$ cat src/logic/cfgseq_regs.vh
// Constants for the configuration startup sequencer.
// Assumes inclusion by bare name from files under logic/.
`ifndef CFGSEQ_REGS_VH
`define CFGSEQ_REGS_VH

// ----------------------------------------------------------------
// Phase encodings
// ----------------------------------------------------------------
`define CFGSEQ_PH_W          3
`define CFGSEQ_DONE_PH_DEF   3'h4
`define CFGSEQ_TRI_PH_DEF    4'h5
`define CFGSEQ_WE_PH_DEF     4'h6
`define CFGSEQ_PH_LAST       3'h7
// Tristate / write enable selectors: 0..6 phase, DONE, KEEP
`define CFGSEQ_SEL_DONE      4'h8
`define CFGSEQ_SEL_KEEP      4'h9
// Lock / match selectors: 0..6 phase, NO_WAIT_SETTING
`define CFGSEQ_SEL_NO_WAIT_SETTING    4'hF
`define CFGSEQ_LOCK_PH_DEF   4'hF

// ----------------------------------------------------------------
// Option codes
// ----------------------------------------------------------------
`define CFGSEQ_SEC_NONE      2'h0
`define CFGSEQ_SEC_LEVEL1    2'h1
`define CFGSEQ_SEC_LEVEL2    2'h2
`define CFGSEQ_MON_ENABLE    2'h0
`define CFGSEQ_MON_DISABLE   2'h1
`define CFGSEQ_MON_STATUS    2'h2
`define CFGSEQ_PORT_AUTO     2'h0
`define CFGSEQ_PORT_TOP      2'h1
`define CFGSEQ_PORT_BOTTOM   2'h2

// ----------------------------------------------------------------
// Image stream
// ----------------------------------------------------------------
`define CFGSEQ_SYNC_WORD     32'hAA995566
`define CFGSEQ_CRC_POLY      32'h1EDC6F41
`define CFGSEQ_CRC_INIT      32'h00000000
`define CFGSEQ_DBG_ZERO      32'h00000000
`define CFGSEQ_USER_ID_DEF   32'h0FFFFFFF

// ----------------------------------------------------------------
// Timestamp field positions of the user access word
// ----------------------------------------------------------------
`define CFGSEQ_TS_DAY_LSB    27
`define CFGSEQ_TS_MON_LSB    23
`define CFGSEQ_TS_YEAR_LSB   17
`define CFGSEQ_TS_HOUR_LSB   12
`define CFGSEQ_TS_MIN_LSB    6
`define CFGSEQ_TS_SEC_LSB    0

`endif

$ cat src/logic/cfgseq_clk_sense.v
// Samples the configuration clock pin and gives one-cycle rising edge pulses.
// Assumes the pin is asynchronous to sys_clk_i and far slower than it.
`timescale 1ns/1ps
`default_nettype none

module cfgseq_clk_sense (
  input  wire sys_clk_i,
  input  wire rst_i,
  input  wire pin_i,
  output wire rise_o
);

  reg meta_q;
  reg sync_q;
  reg last_q;

  // ----------------------------------------------------------------
  // Two-stage synchroniser, edge seen after the second stage only
  // ----------------------------------------------------------------
  always @(posedge sys_clk_i) begin
    if (rst_i) begin
      meta_q <= 1'b0;
      sync_q <= 1'b0;
      last_q <= 1'b0;
    end else begin
      meta_q <= pin_i;
      sync_q <= meta_q;
      last_q <= sync_q;
    end
  end

  assign rise_o = sync_q & ~last_q;

endmodule
`default_nettype wire

$ cat src/logic/cfgseq_crc.v
// Serial-in-word CRC accumulator for the configuration image.
// Assumes word strobes from the same clock domain.
`timescale 1ns/1ps
`default_nettype none
`include "cfgseq_regs.vh"

module cfgseq_crc #(
  parameter W = 32
) (
  input  wire         sys_clk_i,
  input  wire         rst_i,
  input  wire         clear_i,
  input  wire         step_i,
  input  wire [W-1:0] data_i,
  output wire [W-1:0] crc_o
);

  reg  [W-1:0] crc_q;
  reg  [W-1:0] crc_d;
  reg          fb;
  integer      i;

  // ----------------------------------------------------------------
  // One word folded in per strobe, bit 0 first
  // ----------------------------------------------------------------
  always @* begin
    crc_d = crc_q;
    fb    = 1'b0;
    for (i = 0; i < W; i = i + 1) begin
      fb    = crc_d[W-1] ^ data_i[i];
      crc_d = {crc_d[W-2:0], 1'b0} ^ ({W{fb}} & `CFGSEQ_CRC_POLY);
    end
  end

  always @(posedge sys_clk_i) begin
    if (rst_i || clear_i) begin
      crc_q <= `CFGSEQ_CRC_INIT;
    end else if (step_i) begin
      crc_q <= crc_d;
    end
  end

  assign crc_o = crc_q;

endmodule
`default_nettype wire

$ cat src/logic/cfgseq_top.v
// Configuration image loader and startup sequencer of a programmable device.
// Assumes the source shifts image words MSB first on the configuration clock.
`timescale 1ns/1ps
`default_nettype none
`include "cfgseq_regs.vh"

module cfgseq_top #(
  parameter FRAME_WORDS = 4,
  parameter LOCK_W      = 2
) (
  input  wire              sys_clk_i,
  input  wire              rst_i,
  input  wire              configuration_clock_i,
  input  wire              data_i,
  input  wire              image_start_i,
  input  wire [2:0]        done_phase_i,
  input  wire              done_pipeline_option_i,
  input  wire [3:0]        tristate_release_phase_i,
  input  wire [3:0]        write_enable_phase_i,
  input  wire [3:0]        lock_wait_phase_i,
  input  wire [3:0]        match_wait_phase_i,
  input  wire [LOCK_W-1:0] clock_manager_lock_i,
  input  wire              calib_match_i,
  input  wire              crc_option_i,
  input  wire              per_frame_crc_option_i,
  input  wire              debug_image_option_i,
  input  wire              error_signalling_option_i,
  input  wire              jtag_disable_option_i,
  input  wire              active_reconfig_option_i,
  input  wire [1:0]        security_level_i,
  input  wire [1:0]        monitor_jtag_access_i,
  input  wire [1:0]        config_port_select_i,
  input  wire              overtemp_shutdown_option_i,
  input  wire              over_temp_i,
  input  wire              bram_access_req_i,
  input  wire [31:0]       user_access_word_i,
  input  wire [31:0]       user_revision_id_i,
  output reg               done_o,
  output reg               init_error_n_oe_o,
  output reg               init_error_n_o,
  output reg               config_port_error_out_o,
  output reg               global_tristate_o,
  output reg               global_write_enable_o,
  output reg               bram_access_en_o,
  output reg               global_high_drive_o,
  output reg               global_set_reset_o,
  output reg               boundary_scan_jtag_en_o,
  output reg               readback_en_o,
  output reg               monitor_jtag_en_o,
  output reg               monitor_jtag_status_only_o,
  output reg               config_port_top_o,
  output reg               config_port_bottom_o,
  output reg               shutdown_o,
  output reg [31:0]        user_access_read_port_o,
  output reg [31:0]        user_revision_id_o,
  output reg [31:0]        debug_output_register_o,
  output reg               debug_output_valid_o
);

  localparam ST_IDLE  = 3'h0;
  localparam ST_SYNC  = 3'h1;
  localparam ST_FRAME = 3'h2;
  localparam ST_CRC   = 3'h3;
  localparam ST_START = 3'h4;
  localparam ST_UP    = 3'h5;
  localparam ST_FAIL  = 3'h6;
  localparam integer FW_LAST = FRAME_WORDS - 1;

  // ----------------------------------------------------------------
  // Pin sampling
  // ----------------------------------------------------------------
  wire configuration_clock_rise;
  reg  dat_meta_q;
  reg  dat_q;
  reg  start_meta_q;
  reg  start_q;

  cfgseq_clk_sense u_configuration_clock (
    .sys_clk_i (sys_clk_i),
    .rst_i     (rst_i),
    .pin_i     (configuration_clock_i),
    .rise_o    (configuration_clock_rise)
  );

  // Data delayed like the edge detector
  always @(posedge sys_clk_i) begin
    if (rst_i) begin
      dat_meta_q   <= 1'b0;
      dat_q        <= 1'b0;
      start_meta_q <= 1'b0;
      start_q      <= 1'b0;
    end else begin
      dat_meta_q   <= data_i;
      dat_q        <= dat_meta_q;
      start_meta_q <= image_start_i;
      start_q      <= start_meta_q;
    end
  end

  // ----------------------------------------------------------------
  // Word assembly
  // ----------------------------------------------------------------
  reg  [31:0] shift_q;
  reg  [4:0]  bit_cnt_q;
  wire [31:0] shift_d = {shift_q[30:0], dat_q};
  wire        word_stb = configuration_clock_rise && (bit_cnt_q == 5'h1F);

  // ----------------------------------------------------------------
  // Sequencer state
  // ----------------------------------------------------------------
  reg  [2:0]  state_q;
  reg  [2:0]  phase_q;
  reg  [15:0] word_cnt_q;
  reg  [31:0] frame_addr_q;
  reg         crc_clear_q;
  wire [31:0] crc_val;
  wire        in_frame = (state_q == ST_FRAME);

  // CRC steps only when enabled
  cfgseq_crc #(
    .W (32)
  ) u_crc (
    .sys_clk_i (sys_clk_i),
    .rst_i     (rst_i),
    .clear_i   (crc_clear_q),
    .step_i    (word_stb && in_frame && (crc_option_i || per_frame_crc_option_i)),
    .data_i    (shift_d),
    .crc_o     (crc_val)
  );

  wire lock_all = &clock_manager_lock_i;
  wire [3:0] ph4 = {1'b0, phase_q};
  wire lock_hold = (lock_wait_phase_i != `CFGSEQ_SEL_NO_WAIT_SETTING) &&
                   (lock_wait_phase_i == ph4) && !lock_all;
  wire match_hold = (match_wait_phase_i != `CFGSEQ_SEL_NO_WAIT_SETTING) &&
                    (match_wait_phase_i == ph4) && !calib_match_i;
  // Pipelining adds one phase; phase 7 then ends the sequence
  wire [2:0] done_ph = done_phase_i + {2'b00, done_pipeline_option_i};
  wire       per_frame_check = per_frame_crc_option_i || debug_image_option_i;
  wire       last_frame_word = (word_cnt_q == FW_LAST[15:0]);
  wire       crc_bad = (crc_val != shift_d);
  wire       is_done_ph = (phase_q >= done_ph);
  wire       is_err = (state_q == ST_FAIL);

  // ----------------------------------------------------------------
  // Load and startup machine
  // ----------------------------------------------------------------
  always @(posedge sys_clk_i) begin
    if (rst_i) begin
      state_q              <= ST_IDLE;
      phase_q              <= 3'h0;
      bit_cnt_q            <= 5'h00;
      shift_q              <= 32'h00000000;
      word_cnt_q           <= 16'h0000;
      frame_addr_q         <= 32'h00000000;
      crc_clear_q          <= 1'b1;
      debug_output_register_o <= `CFGSEQ_DBG_ZERO;
      debug_output_valid_o <= 1'b0;
    end else begin
      crc_clear_q          <= 1'b0;
      debug_output_valid_o <= 1'b0;
      if (configuration_clock_rise) begin
        shift_q   <= shift_d;
        bit_cnt_q <= bit_cnt_q + 5'h01;
      end
      case (state_q)
        ST_IDLE: begin
          if (start_q) begin
            state_q     <= ST_SYNC;
            crc_clear_q <= 1'b1;
            bit_cnt_q   <= 5'h00;
          end
        end
        ST_SYNC: begin
          // Bit aligned hunt: counter held until the sync word is seen
          bit_cnt_q <= 5'h00;
          if (configuration_clock_rise && shift_d == `CFGSEQ_SYNC_WORD) begin
            state_q    <= ST_FRAME;
            word_cnt_q <= 16'h0000;
            if (debug_image_option_i) begin
              debug_output_register_o <= `CFGSEQ_DBG_ZERO;
              debug_output_valid_o    <= 1'b1;
            end
          end
        end
        ST_FRAME: begin
          if (word_stb) begin
            if (word_cnt_q == 16'h0000) begin
              frame_addr_q <= shift_d;
            end
            word_cnt_q <= word_cnt_q + 16'h0001;
            if (last_frame_word) begin
              state_q    <= ST_CRC;
              word_cnt_q <= 16'h0000;
            end
          end
        end
        ST_CRC: begin
          // Trailer word: this frame's check word; zero ends the image, else a next frame follows
          if (word_stb) begin
            if (per_frame_check && crc_bad) begin
              state_q <= ST_FAIL;
            end else if (shift_d == 32'h00000000) begin
              if (crc_option_i && !per_frame_check && crc_bad) begin
                state_q <= ST_FAIL;
              end else begin
                state_q <= ST_START;
                phase_q <= 3'h0;
              end
            end else begin
              state_q <= ST_FRAME;
            end
            if (per_frame_check) begin
              crc_clear_q <= 1'b1;
            end
            if (debug_image_option_i) begin
              debug_output_register_o <= frame_addr_q;
              debug_output_valid_o    <= 1'b1;
            end
          end
        end
        ST_START: begin
          if (configuration_clock_rise && !lock_hold && !match_hold) begin
            phase_q <= phase_q + 3'h1;
            if (phase_q == `CFGSEQ_PH_LAST - 3'h1) begin
              state_q <= ST_UP;
            end
          end
        end
        ST_UP: begin
          phase_q <= `CFGSEQ_PH_LAST;
        end
        ST_FAIL: begin
          if (start_q) begin
            state_q <= ST_IDLE;
          end
        end
        default: begin
          state_q <= ST_IDLE;
        end
      endcase
    end
  end

  // ----------------------------------------------------------------
  // Startup outputs and option decode
  // ----------------------------------------------------------------
  reg [3:0] tri_sel;
  reg [3:0] we_sel;
  reg       tri_hit;
  reg       we_hit;
  wire      running = (state_q == ST_START) || (state_q == ST_UP);

  always @* begin
    tri_sel = tristate_release_phase_i;
    we_sel  = write_enable_phase_i;
    // Done selection follows done; keep holds the current level
    if (tri_sel == `CFGSEQ_SEL_DONE) begin
      tri_hit = running && is_done_ph;
    end else if (tri_sel == `CFGSEQ_SEL_KEEP) begin
      tri_hit = !global_tristate_o;
    end else begin
      tri_hit = running && (ph4 >= tri_sel);
    end
    if (we_sel == `CFGSEQ_SEL_DONE) begin
      we_hit = running && is_done_ph;
    end else if (we_sel == `CFGSEQ_SEL_KEEP) begin
      we_hit = global_write_enable_o;
    end else begin
      we_hit = running && (ph4 >= we_sel);
    end
  end

  always @(posedge sys_clk_i) begin
    if (rst_i) begin
      done_o                     <= 1'b0;
      init_error_n_oe_o          <= 1'b0;
      init_error_n_o             <= 1'b1;
      config_port_error_out_o    <= 1'b0;
      global_tristate_o          <= 1'b1;
      global_write_enable_o      <= 1'b0;
      bram_access_en_o           <= 1'b0;
      global_high_drive_o        <= 1'b0;
      global_set_reset_o         <= 1'b0;
      boundary_scan_jtag_en_o    <= 1'b1;
      readback_en_o              <= 1'b0;
      monitor_jtag_en_o          <= 1'b0;
      monitor_jtag_status_only_o <= 1'b0;
      config_port_top_o          <= 1'b0;
      config_port_bottom_o       <= 1'b0;
      shutdown_o                 <= 1'b0;
      user_access_read_port_o    <= 32'h00000000;
      user_revision_id_o         <= `CFGSEQ_USER_ID_DEF;
    end else begin
      done_o                  <= running && is_done_ph;
      global_tristate_o       <= !tri_hit;
      global_write_enable_o   <= we_hit;
      bram_access_en_o        <= we_hit && bram_access_req_i;
      config_port_error_out_o <= is_err;
      // Open drain: driven low only on error
      init_error_n_oe_o       <= is_err && error_signalling_option_i;
      init_error_n_o          <= 1'b0;
      global_high_drive_o     <= !running && !active_reconfig_option_i;
      global_set_reset_o      <= !running && !active_reconfig_option_i;
      boundary_scan_jtag_en_o <= !(jtag_disable_option_i && done_o);
      readback_en_o           <= (security_level_i == `CFGSEQ_SEC_NONE);
      monitor_jtag_en_o       <= (monitor_jtag_access_i != `CFGSEQ_MON_DISABLE);
      monitor_jtag_status_only_o <= (monitor_jtag_access_i == `CFGSEQ_MON_STATUS);
      // Automatic selection settles on the top port
      config_port_top_o       <= (config_port_select_i != `CFGSEQ_PORT_BOTTOM);
      config_port_bottom_o    <= (config_port_select_i == `CFGSEQ_PORT_BOTTOM);
      // Shutdown latches; only a reset brings the device back
      if (overtemp_shutdown_option_i && over_temp_i) begin
        shutdown_o <= 1'b1;
      end
      if (state_q == ST_SYNC) begin
        user_access_read_port_o <= user_access_word_i;
        user_revision_id_o      <= user_revision_id_i;
      end
    end
  end

endmodule
`default_nettype wire

$ cat config.mk
export PLATFORM = sky130hd
export DESIGN_NAME = cfgseq_top
export DESIGN_NICKNAME = d
export VERILOG_FILES = /design/src/logic/cfgseq_clk_sense.v /design/src/logic/cfgseq_crc.v /design/src/logic/cfgseq_top.v
export VERILOG_INCLUDE_DIRS = /design/src /design/src/logic
export SDC_FILE = /design/constraint.sdc
export NUM_CORES = 1
export LEC_CHECK = 0
export BUFFER_PORTS_ARGS = -buffer_cell sky130_fd_sc_hd__buf_4
export CORE_ASPECT_RATIO = 1.25
export CORE_UTILIZATION = 55
export CTS_BUF_LIST = sky130_fd_sc_hd__clkbuf_4
export DETAILED_ROUTE_END_ITERATION = 7
export GPL_TIMING_DRIVEN = 1
export HOLD_SLACK_MARGIN = 0.12
export PLACE_DENSITY_LB_ADDON = 0.15
export SETUP_SLACK_MARGIN = 0.1
export SYNTH_ARGS = -nofsm -noshare
export SYNTH_HDL_FRONTEND = slang
export SYNTH_SLANG_ARGS = --single-unit
$ cat constraint.sdc
create_clock -name sys_clk_i -period 10.45 [get_ports sys_clk_i]
set_clock_uncertainty 0.05 [all_clocks]
set_input_delay 2.6125 -clock sys_clk_i [delete_from_list [all_inputs] [get_ports sys_clk_i]]
set_output_delay 2.6125 -clock sys_clk_i [all_outputs]
set_load 0.03 [all_outputs]
Word level (Yosys, flattened, before mapping). Cells that the tools add are included.

Output and inout bits: 113. Memories kept: 0. Register bits after elaboration: 242. ROM bits: 0. Latch bits: 0. Input bits: 107. Memory bits (writable): 0.

Add/sub/neg operators: 4. Reductions and logical operators: 48. Multiply operators: 0. Divide/modulo/power cells: 0. Equal/unequal tests: 36. Shift-type cells: 0. Order comparisons: 3. Muxes and demuxes: 43. Bitwise logic cells: 67.

Operators with widths (number): $xor A32 B29 Y32 (32); $mux W32 (4); $pmux W32 S2 (1); $mux W16 (3); $mux W3 (15); $eq A32 B32 Y1 const B (1); $logic_not A32 Y1 (1); $ne A32 B32 Y1 (1); $pmux W16 S2 (1); $xor A1 B1 Y1 (32); $ne A2 B2 Y1 const B (13); $logic_and A1 B1 Y1 (21); $pmux W3 S7 (1); $add A16 B1 Y16 const B (1); $eq A16 B2 Y1 const B (1); $eq A4 B4 Y1 const B (4); $logic_not A16 Y1 (1); $eq A3 B3 Y1 const B (4); $mux W1 (11); $logic_not A1 Y1 (10); $mux W5 (2); $pmux W5 S2 (1); $pmux W3 S3 (1); $reduce_and A9 Y1 (1); other kinds (25) (38).

Depth between registers and ports, before layout. Gate-level depths: netlist (run 1).

Depth after elaboration: 64. Gate-level depth with buffers: 13. Depth with buffers taken out: 12.

Hierarchy. From an unflattened synthesis (run 1), not the netlist that was laid out.

Cell total of the unflattened synthesis: 1351. Area total of the unflattened synthesis: 13683.1 sq um.

Modules (own cells, without submodules): cfgseq_top (times used 1, cells an instance 911, area each 8328.0 sq um, seq. area each 4144.0 sq um); cfgseq_crc (times used 1, cells an instance 433, area each 5267.6 sq um, seq. area each 640.6 sq um); cfgseq_clk_sense (times used 1, cells an instance 7, area each 87.6 sq um, seq. area each 60.1 sq um).

Worst setup path after synthesis (run 1). No wires, ideal clock.

Path type: flip-flop to flip-flop. Start point: register shift_q[0]. End point: register u_crc.crc_q[12] (netlist: u_crc.crc_o[12]). Arrival time: 4781 ps. Setup slack: 5486 ps. Stages on the path, launching flop included: 14. Cells stage by stage: dfxtp_1 buf_4 xnor2_4 xnor3_2 xnor3_2 xnor3_1 xnor3_4 xnor3_1 xnor3_1 xor3_2 xnor3_2 xnor2_4 xor2_1 a21oi_1.

Cells in the longest elaborated chain, start to end: 39. Elaborated cells on any way between the ends: 58.

Ends and longest elaborated chain: start: declaration (RTL line cfgseq_top.v:103) `reg [31:0] shift_q;`; start signal: assignment (RTL line cfgseq_top.v:163) `shift_q <= shift_d;`; $xor A1 B1 Y1 * (RTL line cfgseq_crc.v:30) `fb = crc_d[W-1] ^ data_i[i];`; $xor A32 B29 Y32 * (4 in a row) (RTL line cfgseq_crc.v:31) `` crc_d = {crc_d[W-2:0], 1'b0} ^ ({W{fb}} & `CFGSEQ_CRC_POLY); ``; $xor A1 B1 Y1 or $xor A32 B29 Y32 (tied branches) (RTL line cfgseq_crc.v:30, cfgseq_crc.v:31); $xor A32 B29 Y32 * (4 in a row) (RTL line cfgseq_crc.v:31); $xor A1 B1 Y1 or $xor A32 B29 Y32 (tied branches) (RTL line cfgseq_crc.v:30, cfgseq_crc.v:31); $xor A32 B29 Y32 * (4 in a row) (RTL line cfgseq_crc.v:31); $xor A1 B1 Y1 or $xor A32 B29 Y32 (tied branches) (RTL line cfgseq_crc.v:30, cfgseq_crc.v:31); $xor A32 B29 Y32 * (4 in a row) (RTL line cfgseq_crc.v:31); $xor A1 B1 Y1 or $xor A32 B29 Y32 (tied branches) (RTL line cfgseq_crc.v:30, cfgseq_crc.v:31); $xor A32 B29 Y32 * (4 in a row) (RTL line cfgseq_crc.v:31); $xor A1 B1 Y1 or $xor A32 B29 Y32 (tied branches) (RTL line cfgseq_crc.v:30, cfgseq_crc.v:31); $xor A32 B29 Y32 * (4 in a row) (RTL line cfgseq_crc.v:31); $xor A1 B1 Y1 or $xor A32 B29 Y32 (tied branches) (RTL line cfgseq_crc.v:30, cfgseq_crc.v:31); $xor A32 B29 Y32 * (4 in a row) (RTL line cfgseq_crc.v:31); $xor A1 B1 Y1 or $xor A32 B29 Y32 (tied branches) (RTL line cfgseq_crc.v:30, cfgseq_crc.v:31); $xor A32 B29 Y32 * (3 in a row) (RTL line cfgseq_crc.v:31); end signal: assignment (RTL line cfgseq_crc.v:37) `` crc_q <= `CFGSEQ_CRC_INIT; ``; end signal: assignment (RTL line cfgseq_crc.v:39) `crc_q <= crc_d;`; end: declaration (RTL line cfgseq_crc.v:18) `reg [W-1:0] crc_q;`.

Every way passes the cells marked *; elsewhere a longest branch is shown, timed or not. A chain may end at the register's enable or synchronous reset.

Worst setup path in the final report (run 1).
Start point: register shift_q[0]. End point: register u_crc.crc_q[22] (netlist: u_crc.crc_o[22]).

Same word-level chain as after synthesis.

==> results of run 1 <==
cell families (layout without fill, tap and decap cells):
group                      after synthesis  in the layout  synth area share, %
AOI/OAI and AO/OA                      197            197                 8.79
adders and majority gates               17             17                 1.58
xor gates and xnor gates               387            387                 34.3
DFF                                    242            242                 36.1
buffers and inverters                  110            348                 3.19
other                                    0              1                    0
muxes                                   34             34                 2.53
and+or+nand+nor                        412            412                 13.5
sequential cells by signal, indices dropped and copies added, names as in the netlist, 3 cells and up, named ones only:
signal                   cells
user_access_read_port_o     32
state_q                      3
phase_q                      3
frame_addr_q                32
bit_cnt_q                    5
shift_q                     31
word_cnt_q                  16
u_crc.crc_o                 32
user_revision_id_o          32
debug_output_register_o     32
layout make-up:
type / instances / area (sq um) / area share, %
Multi-Input combinational cell: 1047 / 8200 / 51.3
Inverter: 16 / 60.1 / 0.376
Timing Repair Buffer: 228 / 1710 / 10.7
Clock buffer: 76 / 571 / 3.57
Sequential cell: 242 / 4840 / 30.3
Antenna cell: 1 / 2.50 / 0.0157
Tap cell: 325 / 407 / 2.54
Clock inverter: 28 / 190 / 1.19
cell usage after synthesis, types with 10 or more instances:
cell	number	share of area, %
nor2_1	83	2.3
o21ai_0	30	1.1
nand2_1	212	5.9
inv_1	15	0.42
a22o_1	32	2.1
a21oi_1	106	3.9
nor3_1	11	0.41
nor2b_1	10	0.47
xnor3_1	48	8.0
nand4_1	20	0.93
nand3b_1	12	0.67
ha_1	17	1.6
xnor2_1	232	15
nor4_1	14	0.65
dfxtp_1	242	36
clkbuf_1	72	2.0
xor2_1	59	3.8
mux2i_1	34	2.5
xnor2_2	16	1.9
nand3_1	29	1.1
buf_1	13	0.36
cell usage in the layout, fill, tap and decap left out, types with 12 or more instances in the layout:
cell type / instances
dfxtp_1: 242
xnor2_1: 232
buf_4: 228
nand2_1: 212
a21oi_1: 106
nor2_1: 82
clkbuf_4: 76
xor2_1: 59
xnor3_1: 48
mux2i_1: 34
a22o_1: 32
o21ai_0: 30
nand3_1: 29
clkinv_1: 23
nand4_1: 20
ha_1: 17
xnor2_2: 16
inv_1: 15
nor4_1: 13
nand3b_1: 12
critical path: cells and delay by family, from the launching register on:
| kind | cells | cell delay, ns |
|---|---|---|
| xor+xnor | 11 | 4.76 |
| flops | 1 | 0.55 |
| compound gates | 1 | 0.09 |
power by group through the flow:
stage	registers, mW	logic [mW]	clock network (mW)
2_1_floorplan	1.19	1.90	0
3_3_place_gp	1.06	2.53	0
3_5_place_dp	1.07	2.54	0
4_1_cts	1.05	2.58	0.816
5_1_grt	1.06	2.73	0.864
6_report	1.05	2.58	0.799
metal layers:
layer / vias up / global-route usage (%) / wire (microns)
li1: 5068 / - / -
met1: 4916 / 34.2 / 14600
met2: 323 / 53.8 / 19400
met3: 77 / 6.09 / 1830
met4: 0 / 13.6 / 1640
met5: - / 0 / 0
stage by stage:
| step | hold slack (ns) | setup slack (ns) | utilization (%) |
|---|---|---|---|
| floorplan | 0.364 | 5.49 | - |
| global placement | 0.350 | 4.97 | 63.7 |
| detailed placement | 0.355 | 4.92 | 63.7 |
| CTS | 0.377 | 4.84 | 66.9 |
| global route | 0.397 | 4.57 | 66.9 |
| finish | 0.372 | 4.87 | 66.9 |
worst max path at each step:
| stage | from | to |
|---|---|---|
| 3_3_place_gp | shift_q[0]$_SDFFE_PP0P_ | u_crc.crc_o[12]$_SDFFE_PP0P_ |
| 3_5_place_dp | shift_q[0]$_SDFFE_PP0P_ | u_crc.crc_o[12]$_SDFFE_PP0P_ |
| 2_1_floorplan | shift_q[0]$_SDFFE_PP0P_ | u_crc.crc_o[12]$_SDFFE_PP0P_ |
| 6_report | shift_q[0]$_SDFFE_PP0P_ | u_crc.crc_o[22]$_SDFFE_PP0P_ |
| 5_1_grt | shift_q[1]$_SDFFE_PP0P_ | u_crc.crc_o[11]$_SDFFE_PP0P_ |
| 4_1_cts | shift_q[0]$_SDFFE_PP0P_ | u_crc.crc_o[22]$_SDFFE_PP0P_ |
==> impl_metrics.ini, run 1 <==
[worst_setup_path]
cp_max_fo = 7
r2r_end = u_crc.crc_o[22]$_SDFFE_PP0P_
worst_path_largest_cell_delay_ns = 0.63
cp.required_ns = 10.92
rrSetupSlack_ns = 4.87
r2r-start = shift_q[0]$_SDFFE_PP0P_
worstPathArrival_ns = 6.05
cp_cell_sequence = xnor2_4, xnor2_2, xnor3_2, xor2_2, xor2_1, xnor3_1, xnor3_1, xor3_2, xnor3_2, xor2_2, xor2_1, a21oi_1
cp-start-kind = flip-flop
ff2ff_path_depth = 12
crit_slowest_cell = xnor3_2
worstSetupPathType = reg -> reg
worst_setup_path_end_kind = flip-flop

[logic_synthesis]
ys_seq_area_share_pct = 36.1
ys.flop_type = dfxtp_1
synth-async-reset-ratio_pct = 0
avgSynthCellArea_sq_um = 9.60
ys_warn_count = 0
syn_nets = 1523
netlist_instances = 1399
synth_edf_count = 0
ys_ff_latch = 242
yosysUniqueCellTypes = 50
syn-cell-area_sq_um = 13400

[placed_design]
placed_area_sq_um = 15200
placed_cells = 1858
place.gp.congestion = 0.960
dp_hpwl_mm = 28.2
numPortBuffers = 219

[floorplan]
initial_core_util_pct = 56.3
die-height_microns = 177
die_x_microns = 142
io_pins = 220
core_area_sq_um = 23900
dieArea_sq_um = 25100
rows = 63

[sta]
finalHoldViolations = 0
rsz0062_at_grt = no
maxSlewViolCount = 0
relSlewSlack_pct = 20.3
worstMarginPinSlew_ns = 1.20
finalSetupTns_ns = 0
timing.fmax_ghz = 0.179
fin_crit_ns = 5.58
fin_crit_sh_pct = 53.4
finalSetupViolCount = 0

[routing]
initialDrtViolationCount = 698
via_count = 10400
ant_nets = 0
drc_errors = 0
drt-total-wl_mm = 37.5
via_per_inst = 5.29
drtPass1Iterations = 5
wl_per_cell_microns = 19.1

[global_routing]
grt_pass1_vias = 10400
grt_pass1_wl_mm = 57.7
antenna_found_initial = 1
grt_max_degree = 74
grt_use_total_pct = 30.0
grt_overflow = 0

[finish]
post-route-cell-area_sq_um = 16000
finalNonFillerCells = 1963
fillers = 1996
drive_above_1_share_pct = 21.8
fin_nets = 1717
area_growth_pct = 18.9

[worst_hold_path]
min_to = boundary_scan_jtag_en_o$_SDFF_PP1_
hold_start = done_o$_SDFF_PP0_
min_path_type = reg -> reg
whs_path_depth = 1

[clock_network]
cts_root_buf = clkbuf_4
ctsHoldBuffers = 0
clkTransAtPathRegs_ns = 0.07
clockBufferDepth = 3
postCtsSetupBuffers = 0
cts_sinks = 242
cts_buffers = 58
cts_tree = built
htreeDepth = 2
clk_latency_ns = 0.68
cts_resized = 0

[status]
status = complete, no violations

[pwr]
p_clk_share_pct = 18.0
power_density_nw_per_um2 = 277
power.total_mw = 4.43
combPwrFrac_pct = 58.3
p_int_mw = 2.66
p_sw_mw = 1.77
switching_share_pct = 39.9
p_leak_nw = 6.77
sequentialPowerShare_pct = 23.7
ir_drop_mv = 0.296

[job]
maxCapViolCount = 0
Power figures use the tool's default switching activity.
==> run 2: changes to the inputs <==
--- a/config.mk
+++ b/config.mk
@@ -8,7 +8,7 @@
 export LEC_CHECK = 0
 export BUFFER_PORTS_ARGS = -buffer_cell sky130_fd_sc_hd__buf_4
 export CORE_ASPECT_RATIO = 1.25
-export CORE_UTILIZATION = 55
+export CORE_UTILIZATION = 53
 export CTS_BUF_LIST = sky130_fd_sc_hd__clkbuf_4
 export DETAILED_ROUTE_END_ITERATION = 7
 export GPL_TIMING_DRIVEN = 1
==> constraint.sdc (replaced) <==
create_clock -name sys_clk_i -period 5 [get_ports sys_clk_i]
set_clock_uncertainty 0.05 [all_clocks]
set_input_delay 1.25 -clock sys_clk_i [delete_from_list [all_inputs] [get_ports sys_clk_i]]
set_output_delay 1.25 -clock sys_clk_i [all_outputs]
set_load 0.03 [all_outputs]
==> run 2 against run 1 <==
  * Power is 120% higher
  * Register-to-register slack worse by 4.6 ns
  * Non-clock buffer count is 89 higher
  * Sequential power is 110% higher
  * Combinational power is 130% higher
  * Final cell count is 4.9% higher
  * Fmax is 17% higher
  * Sequential cell count stayed put
  * Critical path depth is 3 higher
  * Highest routed layer unchanged
==> impl_metrics.ini, run 2 (same netlist as run 1, synthesis figures left out) <==
[sta]
fin_crit_ns = 4.78
fin_crit_sh_pct = 95.5
worstMarginPinSlew_ns = 1.13
finalHoldViolations = 0
maxSlewViolCount = 0
hold_ws_ns = 0.389
rsz0062_at_grt = yes
timing.fmax_ghz = 0.209
finalSetupViolCount = 0
relSlewSlack_pct = 24.5

[finish]
layout_common_cells = buf_4 (314), dfxtp_1 (236), xnor2_1 (216), nand2_1 (212), a21oi_1 (106)
drive_above_1_share_pct = 28.1
utilization_pct = 68.5
area_growth_pct = 25.8
fin_nets = 1808
fillers = 2028
post-route-cell-area_sq_um = 16900
final_common_cell = buf_4

[pwr]
combPwrFrac_pct = 61.1
sequentialPowerShare_pct = 22.5
p_sw_mw = 3.88
switching_share_pct = 39.7
ir_drop_mv = 0.595
power.total_mw = 9.76
p_clk_share_pct = 16.4
power_density_nw_per_um2 = 577
p_int_mw = 5.88
p_leak_nw = 7.33

[global_routing]
antenna_found_initial = 1
grt_use_total_pct = 29.8
grt_overflow = 0
grt_max_degree = 65
grt_pass1_vias = 11000
grt_pass1_wl_mm = 59.9

[clock_network]
ctsHoldBuffers = 0
clockBufferDepth = 3
clkTransAtPathRegs_ns = 0.08
cts_buffers = 60
cts_sinks = 242
clk_latency_ns = 0.69
htreeDepth = 2
cts_root_buf = clkbuf_4
cts_tree = built

[worst_setup_path]
worstPathArrival_ns = 5.24
crit_slowest_cell = xnor3_2
worstSetupPathType = reg -> reg
cp_cell_sequence = xnor2_2, buf_4, xor3_1, xnor3_1, xnor2_1, xnor2_1, buf_4, xnor2_1, buf_4, xnor3_1, xor3_2, xnor3_2, xor2_2, xor2_1, a21oi_1
cp.required_ns = 5.47
ff2ff_path_depth = 15
cp_max_fo = 7
r2r_end = u_crc.crc_o[22]$_SDFFE_PP0P_
rrSetupSlack_ns = 0.22
r2r-start = shift_q[5]$_SDFFE_PP0P_
worst_path_largest_cell_delay_ns = 0.53
cp-start-kind = flip-flop
worst_setup_path_end_kind = flip-flop

[routing]
wl_per_cell_microns = 18.7
drtPass1Iterations = 5
initialDrtViolationCount = 618
via_per_inst = 5.35
drt-total-wl_mm = 38.6
via_count = 11000
ant_nets = 0
drc_errors = 0

[floorplan]
die-height_microns = 180
core_area_sq_um = 24700
dieArea_sq_um = 26000
io_pins = 220
rows = 64
initial_core_util_pct = 54.5
die_x_microns = 144

[placed_design]
placed_area_sq_um = 15800
dp_hpwl_mm = 29.0
place.gp.congestion = 0.957
numPortBuffers = 219

[status]
status = complete, no violations

[worst_hold_path]
min_path_type = reg -> reg
min_to = u_configuration_clock.sync_q$_SDFF_PP0_
hold_start = u_configuration_clock.meta_q$_SDFF_PP0_
whs_path_depth = 1

[job]
maxCapViolCount = 0
-- run 2: cell count changes in the layout (fill, tap and decap cells not counted), sizes merged --
cell and delta:
buf +89, bufinv -2, clkbuf +5, clkinv +1, clkinvlp -1
-- run 2: worst max-delay path: cells and delay by family, from the launching register on --
family	cells	cell delay, ns
xor+xnor	11	3.54
flops	1	0.41
compound gates	1	0.09
buf+inv	3	0.54
-- run 2: power groups by stage --
stage	Sequential [mW]	Combinational, mW	Clock (mW)
floorplan	2.50	3.96	0
detailed placement	2.23	5.71	0
global placement	2.22	5.70	0
finish	2.19	5.96	1.60
global route	2.21	6.33	1.75
CTS	2.19	5.77	1.64
-- run 2: cell type report --
class | instances | area (sq um) | area share (%)
antenna | 1 | 2.50 | 0.0148
clock buffer | 81 | 608 | 3.60
clock inverter | 26 | 135 | 0.799
inverter | 16 | 60.1 | 0.355
multi-input combinational | 1047 | 8440 | 49.9
sequential | 242 | 4850 | 28.7
tap | 330 | 413 | 2.44
timing repair buffer | 317 | 2400 | 14.2
-- run 2: what timing repair did --
item / 4_1_cts / 5_1_grt
pin swaps: 3 / 13
buffers inserted: 1 / 13
setup endpoints to repair: 10 / 23
resized for setup: 7 / 35
-- run 2: routing by layer --
layer / vias to the layer above / share of wire [%] / global-route usage, %
met1: 5220 / 38 / 34.8
met5: - / 0 / 0
met3: 112 / 6.6 / 6.70
li1: 5250 / - / -
met4: 0 / 5.7 / 16.1
met2: 432 / 50 / 50.2
-- run 2: how the worst max path moves through the flow --
stage	startpoint	endpoint	slack (ns)
detailed placement	shift_q[5]$_SDFFE_PP0P_	u_crc.crc_o[20]$_SDFFE_PP0P_	-0.05
floorplan	shift_q[2]$_SDFFE_PP0P_	u_crc.crc_o[20]$_SDFFE_PP0P_	0.11
CTS	u_crc.crc_o[28]$_SDFFE_PP0P_	u_crc.crc_o[22]$_SDFFE_PP0P_	0.10
global route	u_crc.crc_o[24]$_SDFFE_PP0P_	u_crc.crc_o[25]$_SDFFE_PP0P_	0.03
finish	shift_q[5]$_SDFFE_PP0P_	u_crc.crc_o[22]$_SDFFE_PP0P_	0.22
global placement	shift_q[5]$_SDFFE_PP0P_	u_crc.crc_o[20]$_SDFFE_PP0P_	0.07
-- run 2: metrics by stage --
stage                     setup TNS [ns]  std cells  setup slack (ns)
after floorplan                        0       1399             0.110
after global placement                 0       1938            0.0734
after detailed placement         -0.0485       1938           -0.0485
after CTS                              0       2046             0.102
after global routing                   0       2060            0.0313
final                                  0       2060             0.223
